## src/tpc_defs.svh

```systemverilog
// register offsets, reset values and field widths for the timer pair
// assumes a 32-bit word-aligned bus map decoded on haddr[7:0]
`ifndef TPC_DEFS_SVH
`define TPC_DEFS_SVH
`define TPC_OFF_CTRL 8'h00
`define TPC_OFF_T2CMP 8'h04
`define TPC_OFF_T2PRE 8'h08
`define TPC_OFF_T3CMP1 8'h0C
`define TPC_OFF_T3CMP2 8'h10
`define TPC_OFF_CAPT 8'h14
`define TPC_OFF_STAT 8'h18
`define TPC_OFF_SHIFT 8'h1C
`define TPC_CTRL_W 10
`define TPC_RST_CTRL 10'h000
`define TPC_RST_T2CMP 12'h000
`define TPC_RST_T2PRE 4'h0
`define TPC_RST_T3CMP 8'h00
`define TPC_RST_SHIFT 8'h00
`endif

```

## src/tpc_pkg.sv

```systemverilog
// types shared by the timer pair coupling logic
// assumes tpc_defs.svh is on the include path
package tpc_pkg;
   // third timer operating modes
   typedef enum logic [3:0] {
      TPC_T3_PLAIN = 4'h0,
      TPC_T3_GATED = 4'h3,
      TPC_T3_BURST_T2 = 4'h6,
      TPC_T3_BURST_SO = 4'h7,
      TPC_T3_FSK = 4'h8
   } tpc_t3_mode_t;

   // control word, bit 0 upward: mode, split, single1/2, ext, t2 src, run
   typedef struct packed {
      logic run;
      logic t2_from_t3;
      logic t3_ext;
      logic single2;
      logic single1;
      logic t2_split;
      tpc_t3_mode_t t3_mode;
   } tpc_ctrl_t;

   // coupling signals between the timers and the shift unit
   typedef struct packed {
      logic t2_match_toggle;
      logic t2_prescale_match;
      logic t2_output_flop;
      logic t3_match_toggle;
      logic t3_output_flop;
      logic shift_data_out;
   } tpc_link_t;
endpackage : tpc_pkg

```

## src/tpc_shift.sv

```systemverilog
// sync_shift_unit: 8-bit rotating shift register with serial data out
// assumes load and shift are single-cycle pulses on hclk
`timescale 1ns/1ps
`include "tpc_defs.svh"
module tpc_shift (
   input wire logic hclk,
   input wire logic hresetn,
   input wire logic load,
   input wire logic [7:0] load_data,
   input wire logic shift,
   output logic [7:0] data,
   output logic so
);
   // load wins over shift; msb first, rotated back in
   always_ff @(posedge hclk or negedge hresetn) begin
      if (!hresetn) begin
         data <= `TPC_RST_SHIFT;
      end else if (load) begin
         data <= load_data;
      end else if (shift) begin
         data <= {data[6:0], data[7]};
      end
   end

   assign so = data[7];
endmodule : tpc_shift

```

## src/tpc_top.sv

```systemverilog
// timer pair coupling: second timer, third timer and shift unit glue
// assumes an ahb-lite master on hclk and an async t3_input_pin
// Behaviour
// - in gated mode the third counter counts edges of its input pin
// - in gated mode each second-timer toggle resets the third counter
// - before that reset the third count is copied to capture
// - the gate trigger re-arms any single-action compares
// - mode 3 is counting with built-in restart and capture
// - the second timer runs 12-bit or 8-bit plus 4-bit prescaler
// - mode 6 gates the carrier burst with the second output flop
// - in mode 6 the second output flop enables the output pin
// - the second timer clocks from third toggle or system clock
// - the carrier comes from the third compare and output flop
// - in mode 7 the shift data output gates the output pin
// - in mode 7 the shift unit clocks on the second timer toggle
// - in mode 8 data low picks compare 1, data high compare 2
// - in mode 8 the two compares give two output frequencies
// - in mode 8 the prescaler match clocks the shift unit
//
// Added by the designer: register access over AHB-Lite and the register addresses.
`timescale 1ns/1ps
`include "tpc_defs.svh"
module tpc_top (
   input wire logic hclk,
   input wire logic hresetn,
   input wire logic hsel,
   input wire logic [31:0] haddr,
   input wire logic [1:0] htrans,
   input wire logic hwrite,
   input wire logic [2:0] hsize,
   input wire logic [31:0] hwdata,
   input wire logic hready,
   output logic hreadyout,
   output logic hresp,
   output logic [31:0] hrdata,
   input wire logic t3_input_pin,
   output logic t3_output_pin,
   output tpc_pkg::tpc_link_t link
);
   import tpc_pkg::*;

   tpc_ctrl_t ctrl;
   logic [11:0] t2_cmp;
   logic [3:0] t2_pre_cmp;
   logic [7:0] t3_cmp1;
   logic [7:0] t3_cmp2;
   logic [7:0] capture;
   logic [11:0] t2_cnt;
   logic [3:0] t2_pre;
   logic t2_match_toggle;
   logic t2_prescale_match;
   logic t2_output_flop;
   logic [7:0] t3_cnt;
   logic t3_match_toggle;
   logic t3_output_flop;
   logic armed1;
   logic armed2;
   logic pin_s1;
   logic pin_s2;
   logic pin_s3;
   logic wr_pend;
   logic [7:0] wr_addr;
   logic [7:0] shift_data;
   logic so;
   logic shift_load;
   logic shift_pulse;
   logic addr_ok;
   logic gated;
   logic fsk;
   logic t2_tick;
   logic pre_hit;
   logic t2_step;
   logic t2_hit;
   logic ext_edge;
   logic t3_tick;
   logic gate_trig;
   logic m1;
   logic m2;
   logic t3_restart;
   logic burst_gate;

   // word offset match for read and write decode
   function automatic logic sel(input logic [7:0] a, input logic [7:0] off);
      sel = (a == off);
   endfunction : sel

   // bus slave: zero wait, always okay
   assign hreadyout = 1'b1;
   assign hresp = 1'b0;
   assign addr_ok = hsel && htrans[1] && hready;

   // write address phase held for the data phase
   always_ff @(posedge hclk or negedge hresetn) begin
      if (!hresetn) begin
         wr_pend <= 1'b0;
         wr_addr <= 8'h00;
      end else begin
         wr_pend <= addr_ok && hwrite;
         wr_addr <= haddr[7:0];
      end
   end

   // software registers written in the data phase
   always_ff @(posedge hclk or negedge hresetn) begin
      if (!hresetn) begin
         ctrl <= tpc_ctrl_t'(`TPC_RST_CTRL);
         t2_cmp <= `TPC_RST_T2CMP;
         t2_pre_cmp <= `TPC_RST_T2PRE;
         t3_cmp1 <= `TPC_RST_T3CMP;
         t3_cmp2 <= `TPC_RST_T3CMP;
      end else if (wr_pend) begin
         if (sel(wr_addr, `TPC_OFF_CTRL)) begin
            ctrl <= tpc_ctrl_t'(hwdata[`TPC_CTRL_W-1:0]);
         end
         if (sel(wr_addr, `TPC_OFF_T2CMP)) begin
            t2_cmp <= hwdata[11:0];
         end
         if (sel(wr_addr, `TPC_OFF_T2PRE)) begin
            t2_pre_cmp <= hwdata[3:0];
         end
         if (sel(wr_addr, `TPC_OFF_T3CMP1)) begin
            t3_cmp1 <= hwdata[7:0];
         end
         if (sel(wr_addr, `TPC_OFF_T3CMP2)) begin
            t3_cmp2 <= hwdata[7:0];
         end
      end
   end

   assign shift_load = wr_pend && sel(wr_addr, `TPC_OFF_SHIFT);

   // read data registered in the address phase
   always_ff @(posedge hclk or negedge hresetn) begin
      if (!hresetn) begin
         hrdata <= 32'h0000_0000;
      end else if (addr_ok && !hwrite) begin
         hrdata <= 32'h0000_0000;
         if (sel(haddr[7:0], `TPC_OFF_CTRL)) begin
            hrdata[`TPC_CTRL_W-1:0] <= ctrl;
         end
         if (sel(haddr[7:0], `TPC_OFF_T2CMP)) begin
            hrdata[11:0] <= t2_cmp;
         end
         if (sel(haddr[7:0], `TPC_OFF_T2PRE)) begin
            hrdata[3:0] <= t2_pre_cmp;
         end
         if (sel(haddr[7:0], `TPC_OFF_T3CMP1)) begin
            hrdata[7:0] <= t3_cmp1;
         end
         if (sel(haddr[7:0], `TPC_OFF_T3CMP2)) begin
            hrdata[7:0] <= t3_cmp2;
         end
         if (sel(haddr[7:0], `TPC_OFF_CAPT)) begin
            hrdata[7:0] <= capture;
         end
         if (sel(haddr[7:0], `TPC_OFF_STAT)) begin
            hrdata[24:0] <= {armed2, armed1, so, t3_output_flop,
                             t2_output_flop, t2_cnt, t3_cnt};
         end
         if (sel(haddr[7:0], `TPC_OFF_SHIFT)) begin
            hrdata[7:0] <= shift_data;
         end
      end
   end

   // input pin synchroniser and rising edge
   always_ff @(posedge hclk or negedge hresetn) begin
      if (!hresetn) begin
         pin_s1 <= 1'b0;
         pin_s2 <= 1'b0;
         pin_s3 <= 1'b0;
      end else begin
         pin_s1 <= t3_input_pin;
         pin_s2 <= pin_s1;
         pin_s3 <= pin_s2;
      end
   end

   // mode decode and second timer tick source
   assign gated = (ctrl.t3_mode == TPC_T3_GATED);
   assign fsk = (ctrl.t3_mode == TPC_T3_FSK);
   assign t2_tick = ctrl.run && (ctrl.t2_from_t3 ? t3_match_toggle : 1'b1);
   assign pre_hit = t2_tick && (t2_pre == t2_pre_cmp);
   assign t2_step = ctrl.t2_split ? pre_hit : t2_tick;
   assign t2_hit = t2_step && (ctrl.t2_split ? (t2_cnt[7:0] == t2_cmp[7:0])
                                             : (t2_cnt == t2_cmp));

   // second timer prescaler and counter
   always_ff @(posedge hclk or negedge hresetn) begin
      if (!hresetn) begin
         t2_pre <= 4'h0;
         t2_cnt <= 12'h000;
      end else begin
         if (t2_tick) begin
            t2_pre <= pre_hit ? 4'h0 : t2_pre + 4'h1;
         end
         if (t2_hit) begin
            t2_cnt <= 12'h000;
         end else if (t2_step) begin
            t2_cnt <= ctrl.t2_split ? {4'h0, t2_cnt[7:0] + 8'h01} : t2_cnt + 12'h001;
         end
      end
   end

   // second timer toggle pulse, prescale pulse, output flop
   always_ff @(posedge hclk or negedge hresetn) begin
      if (!hresetn) begin
         t2_match_toggle <= 1'b0;
         t2_prescale_match <= 1'b0;
         t2_output_flop <= 1'b0;
      end else begin
         t2_match_toggle <= t2_hit;
         t2_prescale_match <= pre_hit && ctrl.t2_split;
         t2_output_flop <= t2_output_flop ^ t2_hit;
      end
   end

   // third timer tick: pin edges in gated mode or ext select
   assign ext_edge = pin_s2 && !pin_s3;
   assign t3_tick = ctrl.run && ((gated || ctrl.t3_ext) ? ext_edge : 1'b1);
   assign gate_trig = ctrl.run && gated && t2_match_toggle;

   // compare matches; fsk picks compare by serial data
   assign m1 = t3_tick && (ctrl.single1 ? armed1 : 1'b1)
               && (t3_cnt == ((fsk && so) ? t3_cmp2 : t3_cmp1));
   assign m2 = t3_tick && !fsk && (ctrl.single2 ? armed2 : 1'b1)
               && (t3_cnt == t3_cmp2);
   assign t3_restart = m2 || (fsk && m1);

   // third counter with trigger restart taking priority
   always_ff @(posedge hclk or negedge hresetn) begin
      if (!hresetn) begin
         t3_cnt <= 8'h00;
      end else if (gate_trig) begin
         t3_cnt <= 8'h00;
      end else if (t3_restart) begin
         t3_cnt <= 8'h00;
      end else if (t3_tick) begin
         t3_cnt <= t3_cnt + 8'h01;
      end
   end

   // capture of the count gathered over the gate
   always_ff @(posedge hclk or negedge hresetn) begin
      if (!hresetn) begin
         capture <= 8'h00;
      end else if (gate_trig) begin
         capture <= t3_cnt;
      end
   end

   // single-action arming; trigger or control write re-arms
   always_ff @(posedge hclk or negedge hresetn) begin
      if (!hresetn) begin
         armed1 <= 1'b1;
         armed2 <= 1'b1;
      end else if (gate_trig || (wr_pend && sel(wr_addr, `TPC_OFF_CTRL))) begin
         armed1 <= 1'b1;
         armed2 <= 1'b1;
      end else begin
         if (m1 && ctrl.single1) begin
            armed1 <= 1'b0;
         end
         if (m2 && ctrl.single2) begin
            armed2 <= 1'b0;
         end
      end
   end

   // third toggle pulse and carrier flop
   always_ff @(posedge hclk or negedge hresetn) begin
      if (!hresetn) begin
         t3_match_toggle <= 1'b0;
         t3_output_flop <= 1'b0;
      end else begin
         t3_match_toggle <= m1 || m2;
         t3_output_flop <= t3_output_flop ^ (m1 || m2);
      end
   end

   // burst gate selection
   always_comb begin
      unique case (ctrl.t3_mode)
         TPC_T3_BURST_T2: burst_gate = t2_output_flop;
         TPC_T3_BURST_SO: burst_gate = so;
         default: burst_gate = 1'b1;
      endcase
   end

   // output pin held low while the gate is off
   always_ff @(posedge hclk or negedge hresetn) begin
      if (!hresetn) begin
         t3_output_pin <= 1'b0;
      end else begin
         t3_output_pin <= t3_output_flop && burst_gate;
      end
   end

   // shift clock: second toggle in mode 7, prescale match in mode 8
   assign shift_pulse = (ctrl.t3_mode == TPC_T3_BURST_SO) ? t2_match_toggle
                      : (fsk ? t2_prescale_match : 1'b0);

   tpc_shift u_shift (
      .hclk(hclk),
      .hresetn(hresetn),
      .load(shift_load),
      .load_data(hwdata[7:0]),
      .shift(shift_pulse),
      .data(shift_data),
      .so(so)
   );

   assign link = '{t2_match_toggle: t2_match_toggle,
                   t2_prescale_match: t2_prescale_match,
                   t2_output_flop: t2_output_flop,
                   t3_match_toggle: t3_match_toggle,
                   t3_output_flop: t3_output_flop,
                   shift_data_out: so};
endmodule : tpc_top

```

## config.mk

```make
export PLATFORM = sky130hd
export DESIGN_NAME = tpc_top
export DESIGN_NICKNAME = d
export VERILOG_FILES = /design/src/tpc_pkg.sv /design/src/tpc_shift.sv /design/src/tpc_top.sv
export VERILOG_INCLUDE_DIRS = /design/src /design/src/src
export SDC_FILE = /design/constraint.sdc
export NUM_CORES = 1
export LEC_CHECK = 0
export BUFFER_PORTS_ARGS = -buffer_cell sky130_fd_sc_hd__buf_2
export CAP_MARGIN = 20
export CORE_ASPECT_RATIO = 0.6
export CORE_MARGIN = 2
export CORE_UTILIZATION = 46
export DETAILED_ROUTE_END_ITERATION = 12
export PLACE_DENSITY = 0.71
export SLEW_MARGIN = 20
export SYNTH_ARGS = -nofsm -noshare
export SYNTH_HDL_FRONTEND = slang
export SYNTH_SLANG_ARGS = --single-unit
```

## constraint.sdc

```tcl
create_clock -name hclk -period 2 [get_ports hclk]
set_input_delay 0.1 -clock hclk [delete_from_list [all_inputs] [get_ports hclk]]
set_output_delay 0.1 -clock hclk [all_outputs]
set_load 0.005 [all_outputs]
```

Word-level counts from Yosys, hierarchy flattened
Index checks and enable logic that the tools add are counted.

Register bits after elaboration: 127. Input port bits: 75. Output and inout port bits: 41.

Add/sub/neg operators: 4. Eq/ne operators: 21. Mux-type cells: 31. Bitwise logic cells: 2. Reductions and logical operators: 43.

Operators with widths (count): 2-to-1 mux 8 bit (10); equality test 8 x 5 -> 1 bit, second input constant (6); 2-to-1 mux 12 bit (4); equality test 8 x 4 -> 1 bit, second input constant (4); 2-to-1 mux 25 bit (1); equality test 8 bit (3); logical AND 1 bit (24); adder 8 x 1 -> 8 bit, second input constant (2); equality test 8 x 3 -> 1 bit, second input constant (2); logical NOT 8 bit (2); adder 12 x 1 -> 12 bit, second input constant (1); equality test 12 bit (1); 2-to-1 mux 1 bit (12); 2-to-1 mux 10 bit (1); AND reduction 2 bit (5); equality test 4 x 3 -> 1 bit, second input constant (2); 2-to-1 mux 4 bit (2); nonzero test 2 bit (4); adder 4 x 1 -> 4 bit, second input constant (1); equality test 4 x 2 -> 1 bit, second input constant (1); equality test 4 bit (1); equality test 4 bit, second input constant (1); logical OR 1 bit (4); logical NOT 1 bit (3); other kinds (3) (4).

Longest topological paths before layout
Word-level depth: 10. Depth in mapped cells: 8. Mapped depth without buffers: 6.

Hierarchy
From an unflattened synthesis, not the netlist that was laid out.

Cell total of the unflattened synthesis: 577. Area total of the unflattened synthesis: 6243.5 um2.

By module, submodules not included: tpc_top (instances 1, cells an instance 542, area each 5863.1 um2); tpc_shift (instances 1, cells an instance 35, area each 380.4 um2).

Worst setup path after synthesis
No wires, ideal clock.

Path type: register to register. Start point: register t3_cnt[0]. End point: register t3_cnt[0]. Library setup time: 135 ps. Arrival: 1844 ps. Setup slack: 21 ps. Stages on the path, launching flop included: 9. Buffers on the path: 2. Clock period less this slack: 1979 ps. Cell sequence: dfrtp_1 clkbuf_1 xor2_1 nor4_1 nand2_1 a2111oi_2 or3_1 buf_2 o31ai_1.

Word-level cells in the longest chain between the ends: 6.

Ends and longest elaborated chain: start: declaration (RTL line tpc_top.sv:53) `logic [7:0] t3_cnt;`; start signal: assignment (RTL line tpc_top.sv:239) `t3_cnt <= t3_cnt + 8'h01;`; parallel branches: the longest is 6 deep, another holds adder 8 x 1 -> 8 bit.

Several ways; the timed one is not identified. The select of a mux whose other input is x is not followed. A chain may end at the register's enable or synchronous reset.

Worst setup path in the final report
Start point: register wr_addr[1]. End point: register t2_cmp[7].

Word-level cells in the longest chain between the ends: 2.

Ends and longest elaborated chain: start: declaration (RTL line tpc_top.sv:62) `logic [7:0] wr_addr;`; start signal: assignment (RTL line tpc_top.sv:99) `wr_addr <= haddr[7:0];`; equality test 8 x 3 -> 1 bit (RTL line tpc_top.sv:84) `sel = (a == off);`; AND reduction 2 bit (no line); end signal: assignment (RTL line tpc_top.sv:107) `` t2_cmp <= `TPC_RST_T2CMP; ``; end signal: assignment (RTL line tpc_top.sv:116) `t2_cmp <= hwdata[11:0];`; end: declaration (RTL line tpc_top.sv:43) `logic [11:0] t2_cmp;`.

Every way passes these cells.

==> impl_results.md <==
- Clock Path Buffers: 2
- Ys flop type: dfrtp_1
- Hold Crit Class: input pin to flop
- Share of layout cells above drive strength 1: approximately 33%
- Syn avg cell area: around 11 um2
- Asr flop ratio synth: 100%
- Post-route DRC: 0
- Max cap viols: 0
- Unrepaired setup endpoints after global routing: yes
- Syn Std Cell Area: 6320 um2
- Met3 WL: 1650 um
- Post-Layout Cell Count: just over 900
- Area of the multi-input gates: around 3000 um2
- Tcrit/Tclk final: 98.8%
- Status: completed
- Number of synthesized register bits: roughly 130
- CTS clk-pin slew, worst paths: 0.06 ns
- Layout area overhead: 27.5%
- Final setup vio count: 0
- Pre-CTS setup slack: -0.0774 ns
- DR WL met2: approximately 7500 um
- Worst-path cell chain: nor4_2 > nand3b_1 > nand2b_4 > nor3b_4 > buf_12 > mux2_2
- CTS H-tree lvls: 4
- Die H: 94.8 um
- Required time worst endpoint: roughly 2.3 ns
- Pwr Density: just under 800 nW/um2
- Final hold vios: 0
- Antenna-violating nets left: 0
- DR top layer: met4
- Drt first-iter violations: 544
- Fillers: roughly 1100
- Worst Path Max Fanout: 12
- FMAX: a little over 0.5 GHz
- Max-slew headroom: approximately 55%
- Setup crit end kind: flop
- Die X: ~160 um
- Gr ovfl total: 0
- DRT Pass-1 Iters: 5
- Top Family by Delay on Critical Path: simple AND/OR/NAND/NOR gates
- Total Die Area: around 15000 um2
- Post-synth EDFFs: 0
- Clock sink total: 127
- Num rows: 33
- Final wirelength: approximately 19000 um
- Slowest stage delay, CP: between 0.3 and 0.4 ns
- Setup ws final: approximately 0.023 ns
- Met1 Wirelength: about 9000 um
- LEAKAGE: between 3 and 4 nW
- DR WL/cell: between 20 and 25 um
- Vias in the first global route: roughly 5000
- Ports: ~120
- CTS tree: built
- Initial Util: 46.7%
- Core area: between 10000 and 15000 um2
- Reg area: 3180 um2
- Via count: approximately 5000
- Crit Path Category: flop to flop
- Total CTS buffers: 17
- IO buf count: between 50 and 60
- Arr. time, crit path: 2.27 ns
- Final core occ: between 50% and 60%
- CTS root buffer: clkbuf_16
- Worst VDD drop: around 0.63 mV
- CP bufs+invs: 1
- Initial antenna violation count: 0
- Min Tclk post-route: just under 2 ns
- Crit start category: flop
- Nets: about 800
- Clk_skew: between 0.006 and 0.007 ns
- Post-DP HPWL: between 10000 and 15000 um
- Fin. max-slew vios: 0
- Placer Congestion: a little over 0.9
- Tot GR Track Use: between 20% and 30%
- Via/cell ratio: ~5.6
- Slowest cell on crit path: dfrtp_1
- Least-Margin Pin Slew: approximately 0.67 ns
- Clk_lat worst skew: around 0.4 ns
- First-pass GRT wire length: 28900 um
- Post-synth cell types: 63
- Mapped Cells: ~600
- Seq/Total Area, Yosys: approximately half
- Dpl cells: 860
- Largest net degree at the start of global routing: 53
- Yosys warns: 0
- Ant diodes: 0
## state kept, by name, summed over array words and instances (netlist names), 8 cells and up
name	count
hrdata	25
t3_cmp1	8
t3_cmp2	8
wr_addr	8
t2_cmp	12
t2_cnt	12
t3_cnt	8
capture	8
u_shift.data	8
ctrl	10
## Yosys cell counts, types with 4 or more instances
| master | count | area [um2] |
|---|---|---|
| dfrtp_1 | 125 | 3130 |
| nand2_1 | 62 | 233 |
| mux2_2 | 48 | 541 |
| nor2_1 | 47 | 176 |
| xor2_1 | 37 | 324 |
| o21ai_0 | 35 | 175 |
| a21oi_1 | 22 | 110 |
| clkbuf_1 | 18 | 67.6 |
| buf_4 | 16 | 120 |
| mux2i_1 | 15 | 150 |
| nand3_1 | 15 | 75.1 |
| xnor2_1 | 15 | 131 |
| nor3_1 | 14 | 70.1 |
| nand4_1 | 13 | 81.3 |
| inv_1 | 11 | 41.3 |
| nor4_1 | 7 | 43.8 |
| a31oi_1 | 5 | 31.3 |
| and3_1 | 5 | 31.3 |
| nand2b_1 | 5 | 31.3 |
| nand3b_1 | 5 | 37.5 |
| o31ai_1 | 4 | 30.0 |
| or3_1 | 4 | 25.0 |
## placed cells by master, fill, tap and decap left out, drive strengths merged, types with 17 or more instances in the layout
| master | instances |
|---|---|
| buf | 128 |
| a21oi | 25 |
| mux2 | 48 |
| o21ai | 38 |
| nor3 | 17 |
| xor2 | 37 |
| dfrtp | 125 |
| clkbuf | 17 |
| nor2 | 48 |
| nand2 | 62 |
## repair_timing
| action | 4_1_cts | 5_1_grt |
|---|---|---|
| resized for setup | 6 | 24 |
| gates cloned | 0 | 1 |
| setup buffers | 1 | 4 |
| hold buffers | 14 | 0 |
| pin swaps | 2 | 4 |
| endpoints found under the hold margin | 47 | 0 |
| setup endpoints to repair | 30 | 79 |
## layout make-up
class / count / share of cell area [%]
repair buffers: 142 / 12.4
well taps: 175 / 2.72
clock inverters: 15 / 2.41
multi-input cells: 424 / 37.1
flip-flops and latches: 127 / 39.5
inverters: 12 / 0.559
clock buffers: 17 / 5.28
## power breakdown
group / switching (mW) / leakage [nW] / internal, mW
registers: 0.0510 / 1.68 / 2.63
clock network: 1.16 / 0.287 / 2.08
logic: 0.239 / 1.98 / 0.167
total: 1.45 / 3.94 / 4.87
## worst paths after layout
kind                       startpoint         to  slack (ns)  cells after the start
min reg2reg                    pin_s1     pin_s2        0.36                      0
max                        wr_addr[1]  t2_cmp[7]        0.02                      6
min in group asynchronous     hresetn  hrdata[4]        0.22                      2
max reg2reg                wr_addr[1]  t2_cmp[7]        0.02                      6
min                         hwdata[5]    ctrl[5]        0.02                      3
max in group asynchronous     hresetn     armed1        1.08                      3
## cell families after synthesis
| family | count (synthesis) | synth area share, % |
|---|---|---|
| AO/OA/AOI/OAI | 99 | 10.0 |
| multiplexers | 64 | 11.3 |
| buffers and inverters | 53 | 4.69 |
| XOR/XNOR | 52 | 7.21 |
| adder cells (fa/ha/maj) | 3 | 0.594 |
| flip-flops | 127 | 50.3 |
| AND/OR/NAND/NOR | 197 | 15.8 |
| other | 2 | 0.119 |
## worst min-delay path, cell delays in order
cell     delay (ns)
buf_2          0.15
nand2_1        0.06
o21ai_0        0.07
## through the flow
stage / area [um2] / hold slack (ns) / TNS, ns / total power, mW
2_1_floorplan: 6350 / -0.196 / 0 / 2.87
3_3_place_gp: 7140 / 0.0934 / -1.31 / 3.08
3_5_place_dp: 7140 / 0.103 / -1.12 / 3.09
4_1_cts: 7930 / 0.0115 / 0 / 6.34
5_1_grt: 8060 / 0.0221 / -2.47 / 6.50
6_report: 8060 / 0.0203 / 0 / 6.32
## metal layers
metal  global-route usage [%]  up-vias
met5                        0        -
met3                     6.88       18
met2                     36.5      225
met1                     41.1     2566
li1                         -     2341
met4                     6.19        0
Note: power is estimated with default switching activity, not from simulation.
